<file path="src/dcfd_defs.vh">
// shared constants for the instruction format decoder
`ifndef DCFD_DEFS_VH
`define DCFD_DEFS_VH
`define DCFD_WORD_W        24
`define DCFD_OPC_MSB       23
`define DCFD_OPC_LSB       16
`define DCFD_CAT_NOP       3'h0
`define DCFD_CAT_WORDBYTE  3'h1
`define DCFD_CAT_BIT       3'h2
`define DCFD_CAT_LITERAL   3'h3
`define DCFD_CAT_DSP       3'h4
`define DCFD_CAT_CONTROL   3'h5
`define DCFD_SUB_NONE      3'h0
`define DCFD_SUB_DEFAULT_DEST_REGISTER      3'h1
`define DCFD_SUB_FILE      3'h2
`define DCFD_SUB_LITMOVE   3'h3
`define DCFD_SUB_LITALU    3'h4
`define DCFD_SUB_MAC       3'h5
`define DCFD_SUB_DSPOTHER  3'h6
`define DCFD_OPC_NOP       8'h00
`define DCFD_OPC_TWOWORD_A 8'h02
`define DCFD_OPC_TWOWORD_B 8'h04
`define DCFD_OPC_TWOWORD_C 8'h88
`endif

</file>
<file path="src/dcfd_classify.v">
// opcode classifier: category, sub-format and two-word detection
`include "dcfd_defs.vh"
module dcfd_classify (
  // opcode in
  input  wire [7:0] opcode,
  // classification out
  output reg  [2:0] category,
  output reg  [2:0] sub_format,
  output reg        two_word
);
  always @* begin
    category   = `DCFD_CAT_CONTROL;
    sub_format = `DCFD_SUB_NONE;
    two_word   = (opcode == `DCFD_OPC_TWOWORD_A) || (opcode == `DCFD_OPC_TWOWORD_B) ||
                 (opcode == `DCFD_OPC_TWOWORD_C);
    if (opcode == `DCFD_OPC_NOP) begin
      category = `DCFD_CAT_NOP;
    end else if (opcode[7:6] == 2'b01) begin
      category   = `DCFD_CAT_WORDBYTE;
      sub_format = opcode[5] ? `DCFD_SUB_FILE : `DCFD_SUB_DEFAULT_DEST_REGISTER;
    end else if (opcode[7:4] == 4'ha) begin
      category = `DCFD_CAT_BIT;
    end else if (opcode[7:4] == 4'h2 || opcode[7:4] == 4'hb) begin
      category   = `DCFD_CAT_LITERAL;
      sub_format = (opcode[7:4] == 4'h2) ? `DCFD_SUB_LITMOVE : `DCFD_SUB_LITALU;
    end else if (opcode[7:4] == 4'hc) begin
      category   = `DCFD_CAT_DSP;
      sub_format = opcode[3] ? `DCFD_SUB_DSPOTHER : `DCFD_SUB_MAC;
    end
  end
endmodule // dcfd_classify

</file>
<file path="src/dcfd_decoder.v">
// instruction format decoder top: word gathering and operand extraction
`include "dcfd_defs.vh"
module dcfd_decoder #(
  parameter WORD_W = `DCFD_WORD_W
) (
  // clock and reset
  input  wire              clk,
  input  wire              reset_n,
  // fetch side
  input  wire [WORD_W-1:0] fetch_word,
  input  wire              fetch_valid,
  input  wire              flow_change,
  // issue side
  output reg               issue_valid_q,
  output reg  [2:0]        category_q,
  output reg  [2:0]        sub_format_q,
  output reg  [7:0]        opcode_q,
  output reg               two_word_q,
  output reg  [WORD_W-1:0] ext_word_q,
  output reg  [3:0]        base_reg_operand_q,
  output reg  [6:0]        source_reg_operand_q,
  output reg  [6:0]        dest_reg_operand_q,
  output reg  [12:0]       file_addr_q,
  output reg               default_dest_register_q,
  output reg  [3:0]        bit_select_q,
  output reg               bit_sel_by_reg_q,
  output reg  [15:0]       literal_q,
  output reg               acc_sel_q,
  output reg  [2:0]        mul_pair_q,
  output reg  [3:0]        x_prefetch_q,
  output reg  [3:0]        y_prefetch_q,
  output reg  [1:0]        awb_q,
  output reg  [3:0]        shift_amount_reg_q,
  output reg               shift_by_reg_q
);
  localparam ST_IDLE = 3'b001;
  localparam ST_EXT  = 3'b010;
  localparam ST_BUB  = 3'b100;

  // opcode sits in the top byte of a first word
  function [7:0] opc_of;
    input [WORD_W-1:0] word;
    begin
      opc_of = word[`DCFD_OPC_MSB:`DCFD_OPC_LSB];
    end
  endfunction

  // sequencing state
  reg  [2:0]        state_q;
  reg  [2:0]        state_d;
  reg  [WORD_W-1:0] first_q;
  reg  [WORD_W-1:0] first_d;
  wire [7:0]        opc      = opc_of(fetch_word);
  wire [7:0]        held_opc = opc_of(first_q);
  wire [7:0]        cls_opc  = (state_q == ST_EXT) ? held_opc : opc;

  // next values of the issue registers
  reg               issue_valid_d;
  reg  [2:0]        category_d;
  reg  [2:0]        sub_format_d;
  reg  [7:0]        opcode_d;
  reg               two_word_d;
  reg  [WORD_W-1:0] ext_word_d;
  reg  [3:0]        base_reg_operand_d;
  reg  [6:0]        source_reg_operand_d;
  reg  [6:0]        dest_reg_operand_d;
  reg  [12:0]       file_addr_d;
  reg               default_dest_register_d;
  reg  [3:0]        bit_select_d;
  reg               bit_sel_by_reg_d;
  reg  [15:0]       literal_d;
  reg               acc_sel_d;
  reg  [2:0]        mul_pair_d;
  reg  [3:0]        x_prefetch_d;
  reg  [3:0]        y_prefetch_d;
  reg  [1:0]        awb_d;
  reg  [3:0]        shift_amount_reg_d;
  reg               shift_by_reg_d;
  wire [2:0]        cat;
  wire [2:0]        sub;
  wire              tw;
  dcfd_classify u_cls (
    .opcode     (cls_opc),
    .category   (cat),
    .sub_format (sub),
    .two_word   (tw)
  );
  // operand word being issued: first word, either fresh or held
  wire [WORD_W-1:0] w = (state_q == ST_EXT) ? first_q : fetch_word;
  wire              issue_now = fetch_valid &&
                                ((state_q == ST_IDLE && !tw) || state_q == ST_EXT);

  // word gathering and bubble sequencing
  always @* begin
    state_d = state_q;
    first_d = first_q;
    case (state_q)
      ST_IDLE: begin
        if (fetch_valid && tw) begin
          first_d = fetch_word;
          state_d = ST_EXT;
        end else if (fetch_valid && flow_change) begin
          state_d = ST_BUB;
        end
      end
      ST_EXT: begin
        if (fetch_valid) begin
          state_d = flow_change ? ST_BUB : ST_IDLE;
        end
      end
      ST_BUB: begin
        // a word offered in the bubble slot is dropped; fetch must repeat it
        state_d = ST_IDLE;
      end
      default: begin
        state_d = ST_IDLE;
      end
    endcase
  end

  always @(posedge clk or negedge reset_n) begin
    if (!reset_n) begin
      state_q <= ST_IDLE;
      first_q <= {WORD_W{1'b0}};
    end else begin
      state_q <= state_d;
      first_q <= first_d;
    end
  end

  // issue fields hold between issues and change together on a word issue; a bubble renews only the nop header
  always @* begin
    issue_valid_d           = 1'b0;
    category_d              = category_q;
    sub_format_d            = sub_format_q;
    opcode_d                = opcode_q;
    two_word_d              = two_word_q;
    ext_word_d              = ext_word_q;
    base_reg_operand_d      = base_reg_operand_q;
    source_reg_operand_d    = source_reg_operand_q;
    dest_reg_operand_d      = dest_reg_operand_q;
    file_addr_d             = file_addr_q;
    default_dest_register_d = default_dest_register_q;
    bit_select_d            = bit_select_q;
    bit_sel_by_reg_d        = bit_sel_by_reg_q;
    literal_d               = literal_q;
    acc_sel_d               = acc_sel_q;
    mul_pair_d              = mul_pair_q;
    x_prefetch_d            = x_prefetch_q;
    y_prefetch_d            = y_prefetch_q;
    awb_d                   = awb_q;
    shift_amount_reg_d      = shift_amount_reg_q;
    shift_by_reg_d          = shift_by_reg_q;
    if (state_q == ST_BUB) begin
      // only the nop header is new, operand fields keep their last value
      issue_valid_d = 1'b1;
      category_d    = `DCFD_CAT_NOP;
      sub_format_d  = `DCFD_SUB_NONE;
      opcode_d      = `DCFD_OPC_NOP;
      two_word_d    = 1'b0;
    end else if (issue_now) begin
      // all fields move together so execution sees one coherent word
      issue_valid_d = 1'b1;
      category_d    = cat;
      sub_format_d  = sub;
      opcode_d      = opc_of(w);
      two_word_d    = (state_q == ST_EXT);
      ext_word_d    = (state_q == ST_EXT) ? fetch_word : {WORD_W{1'b0}};
      // register form: base, source with mode, dest with mode
      base_reg_operand_d   = w[14:11];
      source_reg_operand_d = w[6:0];
      dest_reg_operand_d   = {w[10:7], w[14:12]};
      // file form: address plus destination choice
      file_addr_d             = w[12:0];
      default_dest_register_d = ~w[13];
      // bit form: literal bit number or base register holds it
      bit_select_d     = w[15:12];
      bit_sel_by_reg_d = w[15] & (sub == `DCFD_SUB_NONE) & (cat == `DCFD_CAT_BIT);
      // literal forms: move uses 16-bit value, alu uses 10-bit value
      literal_d = (sub == `DCFD_SUB_LITMOVE) ? w[19:4] :
                  {6'h00, w[13:4]};
      // mac form
      acc_sel_d    = w[15];
      mul_pair_d   = w[18:16];
      x_prefetch_d = w[13:10];
      y_prefetch_d = w[5:2];
      awb_d        = w[1:0];
      // other dsp: shift by register or by literal
      shift_amount_reg_d = w[3:0];
      shift_by_reg_d     = w[14];
    end
  end

  // every output straight from a flop, nop header on reset
  always @(posedge clk or negedge reset_n) begin
    if (!reset_n) begin
      issue_valid_q           <= 1'b0;
      category_q              <= `DCFD_CAT_NOP;
      sub_format_q            <= `DCFD_SUB_NONE;
      opcode_q                <= `DCFD_OPC_NOP;
      two_word_q              <= 1'b0;
      ext_word_q              <= {WORD_W{1'b0}};
      base_reg_operand_q      <= 4'h0;
      source_reg_operand_q    <= 7'h00;
      dest_reg_operand_q      <= 7'h00;
      file_addr_q             <= 13'h0000;
      default_dest_register_q <= 1'b0;
      bit_select_q            <= 4'h0;
      bit_sel_by_reg_q        <= 1'b0;
      literal_q               <= 16'h0000;
      acc_sel_q               <= 1'b0;
      mul_pair_q              <= 3'h0;
      x_prefetch_q            <= 4'h0;
      y_prefetch_q            <= 4'h0;
      awb_q                   <= 2'h0;
      shift_amount_reg_q      <= 4'h0;
      shift_by_reg_q          <= 1'b0;
    end else begin
      issue_valid_q           <= issue_valid_d;
      category_q              <= category_d;
      sub_format_q            <= sub_format_d;
      opcode_q                <= opcode_d;
      two_word_q              <= two_word_d;
      ext_word_q              <= ext_word_d;
      base_reg_operand_q      <= base_reg_operand_d;
      source_reg_operand_q    <= source_reg_operand_d;
      dest_reg_operand_q      <= dest_reg_operand_d;
      file_addr_q             <= file_addr_d;
      default_dest_register_q <= default_dest_register_d;
      bit_select_q            <= bit_select_d;
      bit_sel_by_reg_q        <= bit_sel_by_reg_d;
      literal_q               <= literal_d;
      acc_sel_q               <= acc_sel_d;
      mul_pair_q              <= mul_pair_d;
      x_prefetch_q            <= x_prefetch_d;
      y_prefetch_q            <= y_prefetch_d;
      awb_q                   <= awb_d;
      shift_amount_reg_q      <= shift_amount_reg_d;
      shift_by_reg_q          <= shift_by_reg_d;
    end
  end
endmodule // dcfd_decoder

</file>
<file path="config.mk">
export PLATFORM = sky130hd
export DESIGN_NAME = dcfd_decoder
export DESIGN_NICKNAME = d
export VERILOG_FILES = /design/src/dcfd_classify.v /design/src/dcfd_decoder.v
export VERILOG_INCLUDE_DIRS = /design/src
export SDC_FILE = /design/constraint.sdc
export NUM_CORES = 1
export LEC_CHECK = 0
export ABC_AREA = 1
export BUFFER_PORTS_ARGS = -buffer_cell sky130_fd_sc_hd__buf_2
export CAP_MARGIN = 0
export CELL_PAD_IN_SITES_DETAIL_PLACEMENT = 0
export CELL_PAD_IN_SITES_GLOBAL_PLACEMENT = 1
export CORE_MARGIN = 3
export CORE_UTILIZATION = 41
export DETAILED_ROUTE_END_ITERATION = 6
export PLACE_DENSITY = 0.89
export SLEW_MARGIN = 20
export SYNTH_ARGS = -nofsm -noshare
export SYNTH_HDL_FRONTEND = slang
export SYNTH_SLANG_ARGS = --single-unit
</file>
<file path="constraint.sdc">
create_clock -name clk -period 3.94 [get_ports clk]
set_input_delay 0.788 -clock clk [delete_from_list [all_inputs] [get_ports clk]]
set_output_delay 0.788 -clock clk [all_outputs]
set_load 0.005 [all_outputs]
</file>
==> results of run 1 <==
## state kept, by name, summed over array words and instances, names as in the netlist
signal,flops
default_dest_register_q,1
base_reg_operand_q,3
dest_reg_operand_q,4
issue_valid_q,1
first_q,24
bit_select_q,1
category_q,3
sub_format_q,3
literal_q,6
state_q,3
opcode_q,8
source_reg_operand_q,6
file_addr_q,2
bit_sel_by_reg_q,1
two_word_q,1
ext_word_q,24
mul_pair_q,3
## cells by family after synthesis
| kind of cell | Yosys count |
|---|---|
| AO/OA/AOI/OAI | 61 |
| buffers and inverters | 115 |
| flip-flops | 94 |
| AND/OR/NAND/NOR | 280 |
## metal layers
metal / vias to the layer above / part of all wire [%] / wire (um) / global-route usage, %
li1: 1876 / - / - / -
met1: 1815 / 43 / 4690 / 24.4
met2: 150 / 47 / 5110 / 27.9
met3: 14 / 7.9 / 854 / 3.18
met4: 0 / 1.7 / 184 / 5.93
met5: - / 0 / 0 / 0
## cell usage after synthesis (all sizes together)
master    n  share of area, %
a21oi    15               2.4
buf      63                10
clkbuf   10              0.83
dfrtp    93                50
dfstp     1              0.56
inv      42               3.4
nand2   157                13
nand3    80               9.0
nand3b    3              0.48
nand4     2              0.27
nor2     35               3.2
nor3      3              0.43
o21a     10               1.6
o21ai    36               4.7
## layout make-up
cell class	instances	area share [%]
flip-flops and latches	94	43.9
multi-input cells	341	30.5
repair buffers	144	13.8
clock buffers	13	4.85
well taps	140	3.26
inverters	42	2.98
clock inverters	3	0.793
## critical path: stages, from the launching register on
cell and delay (ns):
dfstp_2 0.37, inv_1 0.24, nand3_2 0.40, nand2_1 0.15, nand2_1 0.11, inv_1 0.16, nand2_1 0.09, nor2_1 0.11
nand2_1 0.09, nand2_1 0.13, nand3_2 0.49, inv_4 0.40, nand2_1 0.11, o21ai_2 0.07
## metrics by stage
step | total power [mW] | hold WS (ns)
3_3_place_gp | 2.31 | 0.456
4_1_cts | 3.22 | 0.473
3_5_place_dp | 2.33 | 0.458
2_1_floorplan | 2.12 | 0.443
6_report | 3.17 | 0.469
5_1_grt | 3.39 | 0.501
## layout by cell type, fill, tap and decap left out, types with 2 or more instances in the layout
master	count
buf_4	5
nand4_1	2
clkbuf_16	9
nand2_2	2
nor2_4	2
dfrtp_1	93
inv_1	39
clkbuf_1	2
o21ai_2	11
nand3_2	4
a21oi_1	5
nand2_1	154
nand3_1	76
o21ai_1	10
o21ai_0	15
clkbuf_8	2
nand3b_1	3
o21a_1	10
buf_2	138
a21oi_2	10
nor3_1	2
inv_2	2
nor2_1	32
## how the worst min path moves through the flow
| stage | cells past startpoint | endpoint | slack [ns] |
|---|---|---|---|
| final | 2 | opcode_q[6] | 0.47 |
| after global routing | 2 | opcode_q[6] | 0.50 |
| after CTS | 2 | opcode_q[6] | 0.47 |
| after detailed placement | 2 | opcode_q[6] | 0.46 |
| after global placement | 2 | opcode_q[0] | 0.46 |
| after floorplan | 2 | first_q[19] | 0.44 |
## power breakdown
group / internal (mW) / switching, mW
combinational: 0.418 / 0.527
sequential: 1.19 / 0.157
clock: 0.526 / 0.350
total: 2.13 / 1.04
==> results.sh, run 1 <==
export IMPL_outcome="completed"
export IMPL_dieWidth_um=113
export IMPL_synthMuxAreaShare_pct=0
export IMPL_yosysWarningCount=0
export IMPL_area_delta_synth_final_pct=15.0
export IMPL_io_buffers=139
export IMPL_cts_hold_fix_buffers=0
export IMPL_antenna_found_initial=0
export IMPL_synth_compound_area_share_pct=8.77
export IMPL_clockBufferDepth=2
export IMPL_cp_endpoint="first_q[10]"
export IMPL_dp_slack_ns=1.00
export IMPL_rsz0062_at_grt="false"
export IMPL_gp_congestion=0.879
export IMPL_cp_arrival_ns=3.26
export IMPL_die_area_mm2=0.0127
export IMPL_synthDistinctLibCells=28
export IMPL_finalWirelength_um=10800
export IMPL_finalWorstSetupSlack_ns=0.940
export IMPL_numCtsBuffers=9
export IMPL_worstSetupStartpoint="state_q[0]"
export IMPL_vias=3855
export IMPL_max_slew_margin_pct=50.5
export IMPL_end_kind="flop"
export IMPL_clock_latency_ns=0.33
export IMPL_row_count=38
export IMPL_cts_max_level=3
export IMPL_grt_overflow=0
export IMPL_synth_top_family_by_area="simple AND/OR/NAND/NOR gates"
export IMPL_ys_ff_latch=94
export IMPL_maxCapViolCount=0
export IMPL_seqCellArea_mm2=0.00235
export IMPL_min_path_type="reg -> reg"
export IMPL_detail_route_wl_per_cell_um=13.9
export IMPL_clock_sinks=94
export IMPL_final_cell_area_mm2=0.00537
export IMPL_drc_errors=0
export IMPL_rr_worst_depth=13
export IMPL_start_util_pct=42.5
export IMPL_clk_pin_slew_ns=0.06
export IMPL_synth_area_per_cell_um2=8.48
export IMPL_cts_setup_buffers=0
export IMPL_yosys_area_share_simple_pct=26.3
export IMPL_cts_resized_gates=0
export IMPL_final_max_slew_violation_count=0
export IMPL_ant_nets=0
export IMPL_min_from="opcode_q[6]"
export IMPL_syn_nets=578
export IMPL_timing_reg2reg_setup_slack_ns=0.94
export IMPL_dr_first_iter_drc_count=214
export IMPL_cts_tree="built"
export IMPL_grt_pass1_wl_um=18200
export IMPL_viasPerCell=4.96
export IMPL_final_fill_count=1071
export IMPL_cp_start_kind="flop"
export IMPL_path_class="reg -> reg"
export IMPL_first_pass_iters=4
export IMPL_final_util_pct=48.9
export IMPL_clock_root_buffer="clkbuf_16"
export IMPL_dieHeight_um=113
export IMPL_synth_fa_ha_area_share_pct=0
export IMPL_place_inst=761
export IMPL_synthesis_area_mm2=0.00467
export IMPL_grt_total_usage_pct=17.6
export IMPL_grt_pass1_vias=3633
export IMPL_fin_cells=777
export IMPL_num_io_pins=140
export IMPL_ys_seq_area_share_pct=50.4
export IMPL_multiInputGateArea_mm2=0.00164
export IMPL_clock_skew_ns=0.00839
export IMPL_synth_cells=550
export IMPL_cp_required_ns=4.20
export IMPL_pwr_density_cell_mw_per_mm2=590
export IMPL_fin_crit_sh_pct=76.1
export IMPL_hold_violations=0
export IMPL_place_detailed_hpwl_um=7580
export IMPL_post_route_min_period_ns=3.00
export IMPL_finalSetupViolations=0
export IMPL_worst_pin_slew_ns=0.742
export IMPL_r2r_start="state_q[0]"
export IMPL_reg2reg_to="first_q[10]"
export IMPL_p_leak_nw=2.99
export IMPL_placed_area_mm2=0.00506
export IMPL_core_area_mm2=0.0110
export IMPL_max_freq_ghz=0.333
export IMPL_cp_max_fo=29
export IMPL_grt_max_degree=84
export IMPL_fin_tns_setup_ns=0
export IMPL_layout_drive_gt1_share_pct=30.5
export IMPL_nets=660
export IMPL_synth_xor_area_share_pct=0
export IMPL_ir_drop_mv=0.247
export IMPL_diodes=0
Power figures use the tool's default switching activity.
==> run 2, diff against run 1 <==
--- a/config.mk
+++ b/config.mk
@@ -12,9 +12,9 @@
 export CELL_PAD_IN_SITES_DETAIL_PLACEMENT = 0
 export CELL_PAD_IN_SITES_GLOBAL_PLACEMENT = 1
 export CORE_MARGIN = 3
-export CORE_UTILIZATION = 41
+export CORE_UTILIZATION = 34
 export DETAILED_ROUTE_END_ITERATION = 6
-export PLACE_DENSITY = 0.89
+export PLACE_DENSITY = 0.79
 export SLEW_MARGIN = 20
 export SYNTH_ARGS = -nofsm -noshare
 export SYNTH_HDL_FRONTEND = slang
==> constraint.sdc (replaced) <==
create_clock -name clk -period 2.6 [get_ports clk]
set_input_delay 0.52 -clock clk [delete_from_list [all_inputs] [get_ports clk]]
set_output_delay 0.52 -clock clk [all_outputs]
set_load 0.005 [all_outputs]
==> run 2 against run 1 <==
Net effect: combinational power increased by 61%; flip-flop and latch count unchanged; clock skew up 0.0013 ns; global-route usage is 2.1 points lower; non-clock buffer count increased by 11; critical path type unchanged; cell count up 6.0%; utilization decreased by 7.4 points; hold slack got worse by 0.32 ns.
==> results.sh, run 2 (synthesized netlist as in run 1, its figures left out) <==
export IMPL_final_max_slew_violation_count=0
export IMPL_ant_nets=0
export IMPL_mostFrequentLayoutCells="nand2_1 (154), buf_2 (138), dfrtp_1 (93)"
export IMPL_clock_skew_ns=0.00969
export IMPL_hold_violations=0
export IMPL_detail_route_wl_per_cell_um=13.9
export IMPL_timing_reg2reg_setup_slack_ns=0.28
export IMPL_dieHeight_um=123
export IMPL_num_io_pins=140
export IMPL_cp_required_ns=2.89
export IMPL_ir_drop_mv=0.359
export IMPL_io_buffers=139
export IMPL_first_pass_iters=5
export IMPL_drc_errors=0
export IMPL_finalWirelength_um=11500
export IMPL_numCtsBuffers=9
export IMPL_outcome="completed"
export IMPL_die_area_mm2=0.0152
export IMPL_core_area_mm2=0.0133
export IMPL_grt_max_degree=53
export IMPL_path_class="reg -> reg"
export IMPL_layout_drive_gt1_share_pct=32.1
export IMPL_clock_root_buffer="clkbuf_16"
export IMPL_antenna_found_initial=0
export IMPL_fin_crit_sh_pct=89.4
export IMPL_grt_total_usage_pct=15.5
export IMPL_grt_pass1_vias=3727
export IMPL_row_count=42
export IMPL_rsz0062_at_grt="false"
export IMPL_dr_first_iter_drc_count=250
export IMPL_cp_start_kind="flop"
export IMPL_fin_tns_setup_ns=0
export IMPL_dieWidth_um=123
export IMPL_cp_arrival_ns=2.61
export IMPL_viasPerCell=4.65
export IMPL_end_kind="flop"
export IMPL_worst_pin_slew_ns=0.555
export IMPL_clk_pin_slew_ns=0.07
export IMPL_rr_worst_depth=13
export IMPL_diodes=0
export IMPL_whs_ns=0.145
export IMPL_cts_tree="built"
export IMPL_max_freq_ghz=0.430
export IMPL_finalSetupViolations=0
export IMPL_r2r_start="state_q[0]"
export IMPL_start_util_pct=35.0
export IMPL_area_delta_synth_final_pct=18.6
export IMPL_cp_max_fo=24
export IMPL_top_regs="ext_word_q (24), first_q (24), opcode_q (8)"
export IMPL_post_route_min_period_ns=2.32
export IMPL_grt_overflow=0
export IMPL_max_slew_margin_pct=63.0
export IMPL_clockBufferDepth=2
export IMPL_maxCapViolCount=0
export IMPL_reg2reg_to="source_reg_operand_q[0]"
export IMPL_final_fill_count=1370
export IMPL_vias=3835
export IMPL_clock_latency_ns=0.36
export IMPL_min_path_type="in -> async"
export IMPL_p_leak_nw=3.04
export IMPL_cts_max_level=3
export IMPL_grt_pass1_wl_um=18500
export IMPL_clock_sinks=94
export IMPL_pwr_density_cell_mw_per_mm2=879
export IMPL_gp_congestion=0.889
export IMPL_cts_hold_fix_buffers=0
export IMPL_place_detailed_hpwl_um=8150
export IMPL_nets=671
export IMPL_final_common_cell="nand2_1"
run 2: cell types whose count changed in the layout (fill, tap and decap cells not counted), moves of 2 or more:
cell	previous run	this run
nand3_2	4	2
nand3_4	0	2
buf_4	5	14
buf_12	0	2
clkbuf_1	2	0
clkbuf_8	2	0
clkinv_4	0	2
inv_6	0	4
run 2: area by class of cell:
type	instances	area [um2]	area share [%]
Clock buffer	9	225	4.07
Clock inverter	7	63.8	1.15
Inverter	42	164	2.96
Multi-Input combinational cell	341	1660	30.0
Sequential cell	94	2350	42.5
Tap cell	176	220	3.98
Timing Repair Buffer	155	847	15.3
run 2: timing repair:
action                     CTS  global route
setup buffers                0             5
setup endpoints to repair    0            84
resized for setup            0             5
run 2: power breakdown:
| group | total (mW) | switching, mW | internal (mW) |
|---|---|---|---|
| sequential | 2.04 | 0.236 | 1.80 |
| combinational | 1.52 | 0.820 | 0.704 |
| clock | 1.30 | 0.631 | 0.673 |
run 2: routing by layer:
layer  global-route usage, %  vias to the layer above  routed length, um
met5                       0                        -                  0
met4                    2.91                        0                 72
met3                    4.67                        9                867
met2                    25.5                      119               5350
met1                    20.5                     1805               5160
li1                        -                     1902                  -
run 2: how the worst max path moves through the flow:
| stage | startpoint | to | slack (ns) |
|---|---|---|---|
| finish | state_q[0] | source_reg_operand_q[0] | 0.28 |
| global placement | state_q[0] | category_q[2] | 0.21 |
| detailed placement | state_q[0] | category_q[2] | 0.13 |
| CTS | state_q[0] | category_q[2] | 0.09 |
| floorplan | state_q[0] | first_q[23] | 0.67 |
| global route | state_q[0] | literal_q[15] | 0.03 |
run 2: per-stage QoR:
step | total power, mW | area [um2] | instances | setup slack [ns] | util (%)
2_1_floorplan | 3.22 | 4670 | 550 | 0.673 | -
3_3_place_gp | 3.53 | 5170 | 803 | 0.209 | 38.8
3_5_place_dp | 3.55 | 5170 | 803 | 0.128 | 38.8
4_1_cts | 4.87 | 5460 | 819 | 0.0908 | 40.9
5_1_grt | 5.25 | 5530 | 824 | 0.0325 | 41.5
6_report | 4.86 | 5530 | 824 | 0.275 | 41.5
run 2: critical path, cell delays in order (launching register included):
cell and delay, ns:
dfstp_2 0.56, clkinvlp_4 0.19, nand3_4 0.18, nand2_1 0.07, nand2_1 0.12, inv_1 0.12, nand2_1 0.10, nor2_1 0.05
nand2_1 0.08, nand3_2 0.16, nand2_8 0.22, buf_4 0.24, nor2_1 0.07, a21oi_2 0.09
